## src/gcs_regs.svh

```systemverilog
/*
  Register offsets, field positions, reset values and timing counts of the
  global clock select and gate block. Assumes it is included by bare name.
*/
`ifndef GCS_REGS_SVH
`define GCS_REGS_SVH

`define GCS_OFS_PWRDN      8'h00
`define GCS_OFS_CLASS_LO   8'h04
`define GCS_OFS_CLASS_HI   8'h08
`define GCS_OFS_CORNER     8'h0c
`define GCS_OFS_PLL_CFG0   8'h10
`define GCS_OFS_DIV0       8'h20
`define GCS_OFS_LOCK       8'h70
`define GCS_OFS_ENA_STATE  8'h74
`define GCS_OFS_VCO_REPORT 8'h78

`define GCS_IDX_PLL_CFG0   5'd4
`define GCS_IDX_DIV0       5'd8
`define GCS_IDX_LOCK       5'd28
`define GCS_IDX_ENA_STATE  5'd29
`define GCS_IDX_VCO_REPORT 5'd30

`define GCS_CFG_N_LSB      0
`define GCS_CFG_M_LSB      9
`define GCS_CFG_POSTDIV    18
`define GCS_CFG_DUTY50     19
`define GCS_CFG_REF_LSB    20
`define GCS_DIV_PHASE_LSB  9

`define GCS_RST_PWRDN      20'h00000
`define GCS_RST_CLASS      40'h00_0000_0000
`define GCS_RST_CORNER     4'h0
`define GCS_RST_PLL_CFG    24'h080201
`define GCS_RST_DIV        12'h002

`define GCS_VCO_PHASES     8
`define GCS_DIV_MAX_50     512
`define GCS_DIV_MAX_OTHER  256

`endif

```

## src/gcs_pkg.sv

```systemverilog
/*
  Types of the global clock select and gate block.
  Assumes nothing of its surroundings.
*/
package gcs_pkg;

  typedef enum logic [1:0] {
    GCS_CLS_DYN = 2'h0,
    GCS_CLS_DP  = 2'h1,
    GCS_CLS_INT = 2'h3
  } gcs_src_cls_t;

  typedef struct packed {
    logic src_d;
    logic ena1;
    logic ena2;
    logic net;
  } gcs_blk_st_t;

  typedef struct packed {
    logic [43:0] s1;
    logic [43:0] s2;
    logic [43:0] s3;
    logic [43:0] filt;
    logic [19:0] pd;
    logic [39:0] cls;
    logic [3:0] corner;
    logic [3:0][23:0] pcfg;
    logic [19:0][11:0] div;
    logic [3:0][3:0] vph;
    logic [3:0][4:0][8:0] cnt;
    logic [3:0][4:0] out;
    logic [3:0] locked;
    logic [3:0] refd;
    logic wr_pend;
    logic [4:0] wr_idx;
    logic [31:0] rdata;
  } gcs_top_st_t;

endpackage

```

## src/gcs_top.sv

```systemverilog
/*
  Twenty clock control blocks, four PLL models and an AHB-Lite register
  slave. Assumes pins are asynchronous to hclk and that every clock is
  modelled as a level sampled at 100 MHz; fabric inputs share hclk.
*/
//
// Summary of operation
// [RULE_01] Five control blocks per edge, twenty networks.
// [RULE_02] Inputs: two pins, two PLL, DP, internal.
// [RULE_03] Dynamic choice only among pins and PLL outputs.
// [RULE_04] One corner dual-purpose pin per corner feeds.
// [RULE_05] Static bits power down unused networks.
// [RULE_06] Fabric enable gates each network at run time.
// [RULE_07] Disabled network delivers no clock edges.
// [RULE_08] Gating leaves PLL counters and lock alone.
// [RULE_09] First divider output enable uses two registers.
// [RULE_10] Enable sampled on falling source clock edge.
// [RULE_11] Fabric: disable, switch, wait, then re-enable.
// [RULE_12] Five dividers, range 1..512, 256 otherwise.
// [RULE_13] Phase step is one eighth VCO period.
// [RULE_14] VCO post-divider halves, report accounts for it.
// [RULE_15] PLL reference only from pin or PLL global.
// [RULE_16] Direct reference from four same-edge pins.
// [RULE_17] Fabric drives two-bit dynamic source select.
// [RULE_18] Each select code maps to one fixed input.
`timescale 1ns/1ps
`include "gcs_regs.svh"

module gcs_top (
  input wire logic hclk,
  input wire logic hresetn,
  input wire logic hsel,
  input wire logic [31:0] haddr,
  input wire logic [1:0] htrans,
  input wire logic hwrite,
  input wire logic [2:0] hsize,
  input wire logic [31:0] hwdata,
  input wire logic hready,
  output logic hreadyout,
  output logic hresp,
  output logic [31:0] hrdata,
  input wire logic [15:0] clk_pin,
  input wire logic [19:0] dual_purpose_clock_pin,
  input wire logic [7:0] corner_dual_purpose_clock_pin,
  input wire logic [19:0] fabric_clk,
  input wire logic [39:0] fabric_sel,
  input wire logic [19:0] fabric_ena,
  output logic [19:0] global_clock_network,
  output logic [3:0] first_output_divider,
  output logic [3:0] pll_locked
);
  import gcs_pkg::*;

  gcs_top_st_t st_r;
  gcs_top_st_t st_nxt;
  logic [19:0] ena_state;
  logic [19:0] net;
  logic [15:0] pin_f;
  logic [19:0] dp_f;
  logic [7:0] cdp_f;
  logic [31:0] rd;
  logic [4:0] idx;
  logic mapped;
  logic [3:0] rsel;
  logic [3:0] phase_at;
  logic ref_clk;
  logic ref_ok;
  logic [9:0] d;
  logic [9:0] c_new;
  logic [4:0] bidx;
  int unsigned ri;

  assign pin_f = st_r.filt[15:0];
  assign dp_f = st_r.filt[35:16];
  assign cdp_f = st_r.filt[43:36];

  ////////////////////////////////////////////////////////////////////////////
  // Four edges of five blocks each; block k on edge e takes pins
  // 4e+2(k%2)+{0,1} and PLL e outputs k and (k+1)%5.
  for (genvar b = 0; b < 20; b++) begin : g_blk // [RULE_01]
    localparam int E = b / 5;
    localparam int K = b % 5;
    localparam int P0 = 4 * E + 2 * (K % 2);
    localparam int K1 = (K + 1) % 5;
    logic dp_src;
    // Only the edge's first block sees a corner pin, and only the one the
    // corner register picks, so the other stays free as plain I/O.
    if (K == 0) begin : g_corner
      assign dp_src = st_r.corner[E] ? cdp_f[2 * E + 1] : cdp_f[2 * E]; // [RULE_04]
    end else begin : g_dp
      assign dp_src = dp_f[b];
    end
    gcs_blk u_blk (
      .hclk(hclk),
      .hresetn(hresetn),
      .src_ded(pin_f[P0 +: 2]), // [RULE_02]
      .src_pll({st_r.out[E][K1], st_r.out[E][K]}),
      .pll_is_first({K1 == 0, K == 0}),
      .src_dp(dp_src),
      .src_int(fabric_clk[b]),
      .src_class(gcs_src_cls_t'(st_r.cls[2 * b +: 2])),
      .dyn_sel(fabric_sel[2 * b +: 2]), // [RULE_17]
      .ena(fabric_ena[b]), // [RULE_06]
      .power_down(st_r.pd[b]), // [RULE_05]
      .net(net[b]),
      .ena_state(ena_state[b])
    );
  end

  ////////////////////////////////////////////////////////////////////////////
  always_comb begin
    st_nxt = st_r;
    rsel = 4'h0;
    phase_at = 4'h0;
    ref_clk = 1'b0;
    ref_ok = 1'b0;
    d = 10'h000;
    c_new = 10'h000;
    bidx = 5'h00;
    ri = 0;

    // Pins pass three flops; a new level counts once stages two and three
    // agree, which rejects a single-sample glitch.
    st_nxt.s1 = {corner_dual_purpose_clock_pin, dual_purpose_clock_pin, clk_pin};
    st_nxt.s2 = st_r.s1;
    st_nxt.s3 = st_r.s2;
    st_nxt.filt = (st_r.s2 & st_r.s3) | (st_r.filt & (st_r.s2 ^ st_r.s3));

    // Gating lives in the blocks only; nothing here reads an enable.
    for (int p = 0; p < 4; p++) begin // [RULE_08]
      rsel = st_r.pcfg[p][`GCS_CFG_REF_LSB +: 4];
      if (rsel < 4'h4) begin
        ref_clk = pin_f[4 * p + 32'(rsel)]; // [RULE_16]
        ref_ok = 1'b1;
      end else if (rsel < 4'h9) begin
        bidx = 5'(5 * p) + 5'(rsel - 4'h4);
        ref_clk = net[bidx];
        // A global fed by a DP pin or internal logic may not drive a PLL.
        ref_ok = (st_r.cls[2 * bidx +: 2] == 2'(GCS_CLS_DYN)); // [RULE_15]
      end else begin
        ref_clk = 1'b0;
        ref_ok = 1'b0;
      end
      st_nxt.refd[p] = ref_clk;
      if (!ref_ok) begin
        st_nxt.locked[p] = 1'b0;
      end else if (ref_clk && !st_r.refd[p]) begin
        st_nxt.locked[p] = 1'b1;
      end
      if (st_r.locked[p]) begin
        // One hclk tick stands for one eighth of a VCO period; the post
        // divider doubles the period and so the phase step in hclk ticks.
        if (st_r.vph[p] == (st_r.pcfg[p][`GCS_CFG_POSTDIV] ?
            4'(2 * `GCS_VCO_PHASES - 1) : 4'(`GCS_VCO_PHASES - 1))) begin // [RULE_14]
          st_nxt.vph[p] = 4'h0;
        end else begin
          st_nxt.vph[p] = st_r.vph[p] + 4'h1;
        end
        for (int c = 0; c < 5; c++) begin // [RULE_12]
          ri = 32'(5 * p + c);
          phase_at = {1'b0, st_r.div[ri][`GCS_DIV_PHASE_LSB +: 3]}; // [RULE_13]
          if (st_r.pcfg[p][`GCS_CFG_POSTDIV]) begin
            phase_at = {phase_at[2:0], 1'b0};
          end
          if (st_r.vph[p] == phase_at) begin
            d = (st_r.div[ri][8:0] == 9'h000) ? 10'(`GCS_DIV_MAX_50) :
                {1'b0, st_r.div[ri][8:0]};
            if (!st_r.pcfg[p][`GCS_CFG_DUTY50] && d > 10'(`GCS_DIV_MAX_OTHER)) begin
              d = 10'(`GCS_DIV_MAX_OTHER); // [RULE_12]
            end
            c_new = ({1'b0, st_r.cnt[p][c]} >= d - 10'h001) ? 10'h000 :
                    {1'b0, st_r.cnt[p][c]} + 10'h001;
            st_nxt.cnt[p][c] = c_new[8:0];
            st_nxt.out[p][c] = st_r.pcfg[p][`GCS_CFG_DUTY50] ?
                               (c_new < ((d + 10'h001) >> 1)) : (c_new == 10'h000);
          end
        end
      end
    end

    // AHB-Lite: address phase captured on hready, write data lands in the
    // following cycle; read data is prepared at the address phase.
    st_nxt.wr_pend = 1'b0;
    if (hsel && htrans[1] && hready) begin
      st_nxt.wr_pend = hwrite & mapped;
      st_nxt.wr_idx = idx;
      st_nxt.rdata = hwrite ? 32'h0000_0000 : rd;
    end
    if (st_r.wr_pend) begin
      if (st_r.wr_idx == 5'(`GCS_OFS_PWRDN >> 2)) begin
        st_nxt.pd = hwdata[19:0]; // [RULE_05]
      end else if (st_r.wr_idx == 5'(`GCS_OFS_CLASS_LO >> 2)) begin
        st_nxt.cls[31:0] = hwdata;
      end else if (st_r.wr_idx == 5'(`GCS_OFS_CLASS_HI >> 2)) begin
        st_nxt.cls[39:32] = hwdata[7:0];
      end else if (st_r.wr_idx == 5'(`GCS_OFS_CORNER >> 2)) begin
        st_nxt.corner = hwdata[3:0]; // [RULE_04]
      end else if (st_r.wr_idx >= `GCS_IDX_PLL_CFG0 && st_r.wr_idx < `GCS_IDX_DIV0) begin
        st_nxt.pcfg[st_r.wr_idx - `GCS_IDX_PLL_CFG0] = hwdata[23:0];
      end else if (st_r.wr_idx >= `GCS_IDX_DIV0 && st_r.wr_idx < `GCS_IDX_LOCK) begin
        st_nxt.div[st_r.wr_idx - `GCS_IDX_DIV0] = hwdata[11:0];
      end
    end
  end

  ////////////////////////////////////////////////////////////////////////////
  always_comb begin
    idx = haddr[6:2];
    mapped = (haddr[31:7] == 25'h0000000) && (haddr[1:0] == 2'h0) &&
             (idx <= `GCS_IDX_VCO_REPORT);
    rd = 32'h0000_0000;
    if (!mapped) begin
      rd = 32'h0000_0000;
    end else if (idx == 5'(`GCS_OFS_PWRDN >> 2)) begin
      rd = {12'h000, st_r.pd};
    end else if (idx == 5'(`GCS_OFS_CLASS_LO >> 2)) begin
      rd = st_r.cls[31:0];
    end else if (idx == 5'(`GCS_OFS_CLASS_HI >> 2)) begin
      rd = {24'h000000, st_r.cls[39:32]};
    end else if (idx == 5'(`GCS_OFS_CORNER >> 2)) begin
      rd = {28'h0000000, st_r.corner};
    end else if (idx < `GCS_IDX_DIV0) begin
      rd = {8'h00, st_r.pcfg[idx - `GCS_IDX_PLL_CFG0]};
    end else if (idx < `GCS_IDX_LOCK) begin
      rd = {20'h00000, st_r.div[idx - `GCS_IDX_DIV0]};
    end else if (idx == `GCS_IDX_LOCK) begin
      rd = {28'h0000000, st_r.locked};
    end else if (idx == `GCS_IDX_ENA_STATE) begin
      rd = {12'h000, ena_state};
    end else begin
      for (int p = 0; p < 4; p++) begin
        rd[2 * p +: 2] = st_r.pcfg[p][`GCS_CFG_POSTDIV] ? 2'h2 : 2'h1; // [RULE_14]
      end
    end
  end

  ////////////////////////////////////////////////////////////////////////////
  always_ff @(posedge hclk or negedge hresetn) begin
    if (!hresetn) begin
      st_r <= '0;
      st_r.pd <= `GCS_RST_PWRDN;
      st_r.cls <= `GCS_RST_CLASS;
      st_r.corner <= `GCS_RST_CORNER;
      st_r.pcfg <= {4{`GCS_RST_PLL_CFG}};
      st_r.div <= {20{`GCS_RST_DIV}};
    end else begin
      st_r <= st_nxt;
    end
  end

  assign hreadyout = 1'b1;
  assign hresp = 1'b0;
  assign hrdata = st_r.rdata;
  assign global_clock_network = net;
  assign pll_locked = st_r.locked;
  assign first_output_divider = {st_r.out[3][0], st_r.out[2][0], st_r.out[1][0],
                                 st_r.out[0][0]};

endmodule // gcs_top

```

## src/gcs_blk.sv

```systemverilog
/*
  One clock control block: source multiplexer and network gate.
  Assumes all source inputs are already in the hclk domain.
*/
`timescale 1ns/1ps

module gcs_blk (
  input wire logic hclk,
  input wire logic hresetn,
  input wire logic [1:0] src_ded,
  input wire logic [1:0] src_pll,
  input wire logic [1:0] pll_is_first,
  input wire logic src_dp,
  input wire logic src_int,
  input wire gcs_pkg::gcs_src_cls_t src_class,
  input wire logic [1:0] dyn_sel,
  input wire logic ena,
  input wire logic power_down,
  output logic net,
  output logic ena_state
);
  import gcs_pkg::*;

  gcs_blk_st_t st_r;
  gcs_blk_st_t st_nxt;
  logic cur;
  logic two_stage;
  logic eff;

  ////////////////////////////////////////////////////////////////////////////
  always_comb begin
    cur = 1'b0;
    two_stage = 1'b0;
    unique case (src_class)
      GCS_CLS_DYN: begin
        unique case (dyn_sel) // [RULE_03]
          2'h0: cur = src_ded[0]; // [RULE_18]
          2'h1: cur = src_ded[1]; // [RULE_18]
          2'h2: begin
            cur = src_pll[0]; // [RULE_18]
            two_stage = pll_is_first[0]; // [RULE_09]
          end
          2'h3: begin
            cur = src_pll[1]; // [RULE_18]
            two_stage = pll_is_first[1]; // [RULE_09]
          end
        endcase
      end
      GCS_CLS_DP: cur = src_dp; // [RULE_02]
      GCS_CLS_INT: cur = src_int; // [RULE_02]
      default: cur = 1'b0;
    endcase
  end

  ////////////////////////////////////////////////////////////////////////////
  // The enable moves only on a falling source edge, so the gate never
  // chops a high phase and the network sees no runt pulse.
  always_comb begin
    st_nxt = st_r;
    st_nxt.src_d = cur;
    if (st_r.src_d && !cur) begin
      st_nxt.ena1 = ena; // [RULE_10]
      st_nxt.ena2 = st_r.ena1; // [RULE_09]
    end
    eff = two_stage ? st_r.ena2 : st_r.ena1; // [RULE_09]
    st_nxt.net = cur & eff & ~power_down; // [RULE_07]
  end

  always_ff @(posedge hclk or negedge hresetn) begin
    if (!hresetn) begin
      st_r <= '0;
    end else begin
      st_r <= st_nxt;
    end
  end

  assign net = st_r.net;
  assign ena_state = eff & ~power_down;

endmodule // gcs_blk

```

## config.mk

```make
export PLATFORM = sky130hd
export DESIGN_NAME = gcs_top
export DESIGN_NICKNAME = d
export VERILOG_FILES = /design/src/gcs_pkg.sv /design/src/gcs_top.sv /design/src/gcs_blk.sv
export VERILOG_INCLUDE_DIRS = /design/src
export SDC_FILE = /design/constraint.sdc
export NUM_CORES = 2
export LEC_CHECK = 0
export BUFFER_PORTS_ARGS = -buffer_cell sky130_fd_sc_hd__clkbuf_2
export CORE_ASPECT_RATIO = 1.4
export CORE_UTILIZATION = 57
export DETAILED_ROUTE_END_ITERATION = 12
export PLACE_DENSITY = 0.88
export SYNTH_ARGS = -nofsm -noshare
export SYNTH_HDL_FRONTEND = slang
export SYNTH_SLANG_ARGS = --single-unit
```

## constraint.sdc

```tcl
create_clock -name hclk -period 6.7 [get_ports hclk]
set_clock_uncertainty 0.15 [all_clocks]
set_input_delay 1.005 -clock hclk [delete_from_list [all_inputs] [get_ports hclk]]
set_output_delay 1.005 -clock hclk [all_outputs]
set_load 0.01 [all_outputs]
```

==> After elaboration in Yosys (flattened, before gate mapping) <==
Index checks and enable logic that the tools add are counted.
{ "word_totals": {"ff_bits": 906, "latchBits": 0, "ram_bits": 0, "mem_bits_ro": 0, "output_inout_bits": 62, "word_cells": 1045, "memories": 0} }
{ "op_classes": {"add_sub_neg": 78, "multipliers": 0, "div": 0, "magnitude_cmp": 89, "n_eq_ne": 136, "shift": 4, "muxes": 302, "bitwise": 90, "reduce_logical": 194} }
{ "ops": {"columns": ["operator", "n"], "rows": [
  ["10-bit two-way mux", 100],
  ["240-bit bitwise mux", 1],
  ["10-bit by 1-bit adder with 10-bit output, second input constant", 20],
  ["9-bit by 1-bit adder with 10-bit output, second input constant", 20],
  ["9-bit by 10-bit >= comparator with 1-bit output", 20],
  ["10-bit by 9-bit greater-than comparator with 1-bit output, second input constant", 20],
  ["10-bit logical NOT", 20],
  ["10-bit by 9-bit less-than comparator with 1-bit output", 20],
  ["10-bit by 1-bit subtractor with 10-bit output, second input constant", 20],
  ["4-bit two-way mux", 48],
  ["9-bit logical NOT", 20],
  ["40-bit by 7-bit indexed part select with 2-bit output", 4],
  ["32-bit two-way mux", 4],
  ["2-bit equality test, second input constant", 60],
  ["24-bit two-way mux", 5],
  ["96-bit bitwise mux", 1],
  ["4-bit equality test", 24],
  ["2-bit logical NOT", 45],
  ["44-bit AND", 2],
  ["2-bit by 1-bit equality test with 1-bit output, second input constant", 40],
  ["1-bit two-way mux", 80],
  ["1-bit case mux with 4 select lines", 20],
  ["1-bit AND", 61],
  ["12-bit binary-select mux with 5-bit select", 1],
  ["48 further kinds", 237]
]} }

==> Longest topological paths before layout <==
{ "depth": {"word_depth": 16, "ltp_mapped": 29} }

==> Modules after synthesis <==
Synthesis repeated with hierarchy kept, for this count alone.
{ "unflattened": {"hier_cells": 6718, "area_unflattened_um2": 64144.0} }
{ "modules_own_cells": {"columns": ["mod", "instances", "cells_per_inst", "area_per_inst_um2", "seq_area_each_um2"], "rows": [
  ["gcs_top", 1, 6318, 59464.5, 20609.8],
  ["gcs_blk", 20, 20, 234.0, 100.1]
]} }

==> Least setup slack after synthesis <==
No wires, ideal clock.
{ "synth_path": {"kind": "reg2reg", "from": "reg st_r[432] in the netlist's numbering", "to": "reg st_r[60] in the netlist's numbering", "setup_ps": 116, "t_arrival_ps": 5963, "required_time_ps": 6434, "path_slack_ps": 471, "stages_incl_launch_ff": 28, "n_path_buf": 3, "period_less_slack_ps": 6229, "cell_sequence": "dfrtp_1 clkbuf_1 or4_1 nor3_2 nand2_1 xor2_1 or2_2 clkbuf_1 nand2_1 ha_1 inv_1 or3_1 a32oi_1 ha_1 a21oi_1 o211ai_1 a21oi_1 o21bai_1 clkbuf_1 nor2_1 ha_1 and4_1 a2111oi_0 o21ai_0 nor4b_1 o32ai_1 or4_1 o311ai_0"} }
{ "synth_between": {"elab_chain_cells": 12, "word_cells_on_any_way": 14, "classes_between": "add/sub: 2; order compare: 3; mux: 6; reduce/logical: 3"} }
{ "synth_rtl": {"columns": ["item", "line", "source"], "rows": [
  ["from (decl)", "gcs_top.sv:54", "gcs_top_st_t st_r;"],
  ["from (signal assigned)", "gcs_top.sv:247", "st_r <= st_nxt;"],
  ["9-bit logical NOT", "gcs_top.sv:166", "d = (st_r.div[ri][8:0] == 9'h000) ? 10'(`GCS_DIV_MAX_50) :"],
  ["10-bit two-way mux *", "gcs_top.sv:166", null],
  ["10-bit by 9-bit greater-than comparator with 1-bit output", "gcs_top.sv:168", "if (!st_r.pcfg[p][`GCS_CFG_DUTY50] && d > 10'(`GCS_DIV_MAX_OTHER)) begin"],
  ["1-bit logical AND", "gcs_top.sv:168", null],
  ["10-bit two-way mux *", "gcs_top.sv:168", null],
  ["10-bit two-way mux *", "gcs_top.sv:165", "if (st_r.vph[p] == phase_at) begin"],
  ["10-bit two-way mux *", "gcs_top.sv:150", "if (st_r.locked[p]) begin"],
  ["10-bit by 1-bit subtractor with 10-bit output", "gcs_top.sv:171", "c_new = ({1'b0, st_r.cnt[p][c]} >= d - 10'h001) ? 10'h000 :"],
  ["9-bit by 10-bit >= comparator with 1-bit output", "gcs_top.sv:171", null],
  ["10-bit two-way mux", "gcs_top.sv:171", null],
  ["10-bit by 9-bit less-than comparator with 1-bit output or 10-bit logical NOT (tied branches)", "gcs_top.sv:175", "(c_new < ((d + 10'h001) >> 1)) : (c_new == 10'h000);"],
  ["1-bit two-way mux *", "gcs_top.sv:174", "st_nxt.out[p][c] = st_r.pcfg[p][`GCS_CFG_DUTY50] ?"]
]} }
Mark *: on every way between the ends. The rest lies on a longest branch, timed or not. The select of a mux whose other input is x is not followed.
A chain may end at the register's enable or synchronous reset.

==> Worst setup path after layout <==
{ "layout_path": {"from": "reg st_r[312] in the netlist's numbering", "to": "reg st_r[50] in the netlist's numbering"} }
Same word-level chain as after synthesis.

==> out/summary.txt <==
share of cells above drive strength 1 - 0.1814
Hold Path Class - in -> async
GRT Total Usage - 0.3415
worst hold slack - 0.09511 ns
CTS root buf - clkbuf_16
I/O pin count - 260
via count - 54690
Rel. slew slack - 0.004668
Placer Congestion - 0.9839
synth warn - 0
Seq cells post-synth - 890
Vert. Die Dim - 395.9 um
predominant post-synthesis flop cell - dfrtp_1
largest family of logic cells by synthesized area - simple AND/OR/NAND/NOR gates
total grt overflow - 0
Placed Cells - 7925
Setup crit start kind - flop
multiplexer area fraction after synthesis - 0.1530
minimum setup slack in the final design - 0.3255 ns
starting density of the core - 0.5748
largest net degree at the start of global routing - 168
CTS buffer count - 86
xor/xnor share of the synthesized area - 0.05282
Critical Path Sink Type - flop
CTS tree - done
Final Non-Filler Cells - 8097
LEAKAGE - 30.43 nW
clk_lat worst skew - 0.74 ns
Worst IR Drop VDD - 0.2101 mV
ranking of synthesized cells by area - dfrtp_1 (34%), ha_1 (9.1%), mux2_2 (8.6%)
endpoints failing setup - 0
Synth top area share - 0.3398
num rows - 144
Design Area, Final - 67870 sq um
DRT Pass-1 Iters - 9
Post-DP Area - 64630 sq um
flop-to-flop setup slack - 0.33 ns
Die Wd - 283.4 um
final hold viol count - 0
failing checks - capacitance limit
Clock transition at path regs - 0.07 ns
initial antenna violation count - 29
outcome - finished, violations left
core area - 109900 sq um
mean post-synth cell area - 9.482 sq um
H-tree levels - 3
area of the die - 112200 sq um
IO Port Bufs - 249
final net count - 7214
WP data required - 7.13 ns
Cell Pwr Density - 245.7 nW/um^2
area grow syn2layout - 7.431%
final core utilization - 0.6176
worst-margin pin slew - 1.477 ns
kind of critical path - reg -> reg
filler cell count - 8326
Mapped Cells - 6663
area leader, netlist - dfrtp_1
CP Max Fanout - 11
Routed Antenna Nets - 0
Max-cap violations - 1
post-synthesis async set-or-reset flop share - 1.000
first-pass GRT wire length - 302000 um
Post-synth EDFFs - 0
number of global-route vias before repair - 53890
min cycle time layout - 6.375 ns
highest clock rate - 156.9 MHz
area of the mapped netlist - 63180 sq um
Seq/Total Area, Yosys - 0.3532
Num Clock Sinks - 890
total power - 16.67 mW
Synth Area in Compound Gates - 0.1403
total wire length - 196100 um
crit path DAT - 6.80 ns
Routed WL per cell - 24.22 um
Clock Path Buffers - 3
Post-Synth Adder-Cell Area - 0.09150
hpwl dp - 136700 um
Synth Area in Simple Gates - 0.1598
Net Count, Synth - 7323
fin crit share - 0.9514
post-synthesis cell type count - 84
DRC violations left - 0
R2R depth - 23
Setup TNS - 0 ns
max-slew violation count - 0
DRT iter0 DRCs - 6612
dpl ws - 0.3846 ns
via/cell ratio - 6.755
## Yosys cell counts (28+ instances only)
cell	count
dfstp_2	32
mux2i_1	93
ha_1	462
a211oi_1	40
a21o_1	119
nor4_1	37
nand2_1	589
buf_4	66
nor3_1	150
and3_1	90
nand4_1	81
o21ai_0	395
a21oi_1	244
xnor2_1	244
o21a_1	35
inv_1	231
mux4_2	147
nand2b_1	113
mux2_2	482
and2_1	36
a22o_1	57
buf_2	33
or3_1	40
nor2b_1	85
o31ai_1	65
or2_2	41
o22ai_1	39
dfrtp_1	858
xor2_1	137
a221oi_1	28
clkbuf_1	385
nand3_1	216
or4_1	29
nor2_1	522
a31oi_1	64
## critical path: stages (launching register included)
cell and delay [ns]:
dfrtp_1 0.50, or4_1 0.64, nor3_2 0.24, nand2_1 0.14, xor2_1 0.16, or2_2 0.38
nand2_1 0.14, ha_1 0.27, inv_1 0.11, o211ai_1 0.19, a21boi_0 0.37, ha_1 0.34
a2111oi_1 0.48, o21ai_1 0.26, and2_1 0.34, nor2_1 0.17, ha_1 0.19, a21oi_1 0.06
o21ai_0 0.26, nor2_1 0.07, a21oi_1 0.19, and2_1 0.15, o221ai_1 0.13, mux2_2 0.27
## flip-flops by register name (all words and copies together), names as in the netlist
register              count
first_output_divider      4
g_blk.u_blk.net          20
cdp_f                     8
pll_locked                4
st_nxt                   80
pin_f                    16
g_blk.u_blk.st_r         48
hrdata                   32
st_r                    658
dp_f                     16
rsel                      4
## power by group
part | internal [mW] | total (mW) | switching [mW]
Clock | 3.04 | 5.45 | 2.41
Combinational | 1.87 | 4.13 | 2.26
Sequential | 5.95 | 7.09 | 1.14
## layer usage
| metal | GRT usage | part of all wire |
|---|---|---|
| met2 | 0.5549 | 0.46 |
| met1 | 0.3808 | 0.34 |
| met4 | 0.2614 | 0.089 |
| met3 | 0.09459 | 0.11 |
| met5 | 0 | 0.0011 |
## what timing repair did
item | CTS | global route
hold buffers | 0 | 0
buffers inserted | 0 | 1
endpoints found under the setup margin | 0 | 6
gates resized for setup | 0 | 11
## cell families after synthesis
group	count (synthesis)
compound gates	1356
xor+xnor	381
fa+ha+maj	462
buf+inv	748
flops	890
mux	722
other cells	2
simple gates	2102
## cell usage in the layout (no fill, tap or decap), types with 39 or more instances in the layout
master     netlist  layout
dfrtp_1        858     858
nand2_1        589     588
nor2_1         522     521
mux2_2         482     482
ha_1           462     461
o21ai_0        395     393
clkbuf_2         1     246
xnor2_1        244     244
a21oi_1        244     244
inv_1          231     231
nand3_1        216     215
nor3_1         150     148
mux4_2         147     147
xor2_1         137     137
a21o_1         119     119
nand2b_1       113     112
mux2i_1         93      93
and3_1          90      90
clkbuf_16        0      86
nor2b_1         85      85
nand4_1         81      81
o31ai_1         65      65
a31oi_1         64      64
buf_4           66      64
a22o_1          57      57
or2_2           41      41
or3_1           40      40
a211oi_1        40      40
o22ai_1         39      39
## layout make-up
class	instances	area, sq um	area share
Multi-Input combinational cell	5025	37810	0.5571
Antenna cell	9	22.52	0.0003318
Sequential cell	890	22310	0.3287
Tap cell	1460	1827	0.02691
Clock buffer	117	2469	0.03637
Inverter	234	878.3	0.01294
Clock inverter	45	714.4	0.01053
Timing Repair Buffer	317	1838	0.02708
## worst paths after layout
path	startpoint	endpoint
worst max-delay path	st_r[312]	st_r[50]
worst min-delay path	hresetn	pin_f[11]
worst max register to register	st_r[312]	st_r[50]
worst min register to register	st_nxt[787]	st_nxt[743]
max in group asynchronous	hresetn	st_r[314]
min in group hclk	st_nxt[787]	st_nxt[743]
Power figures use the tool's default switching activity.
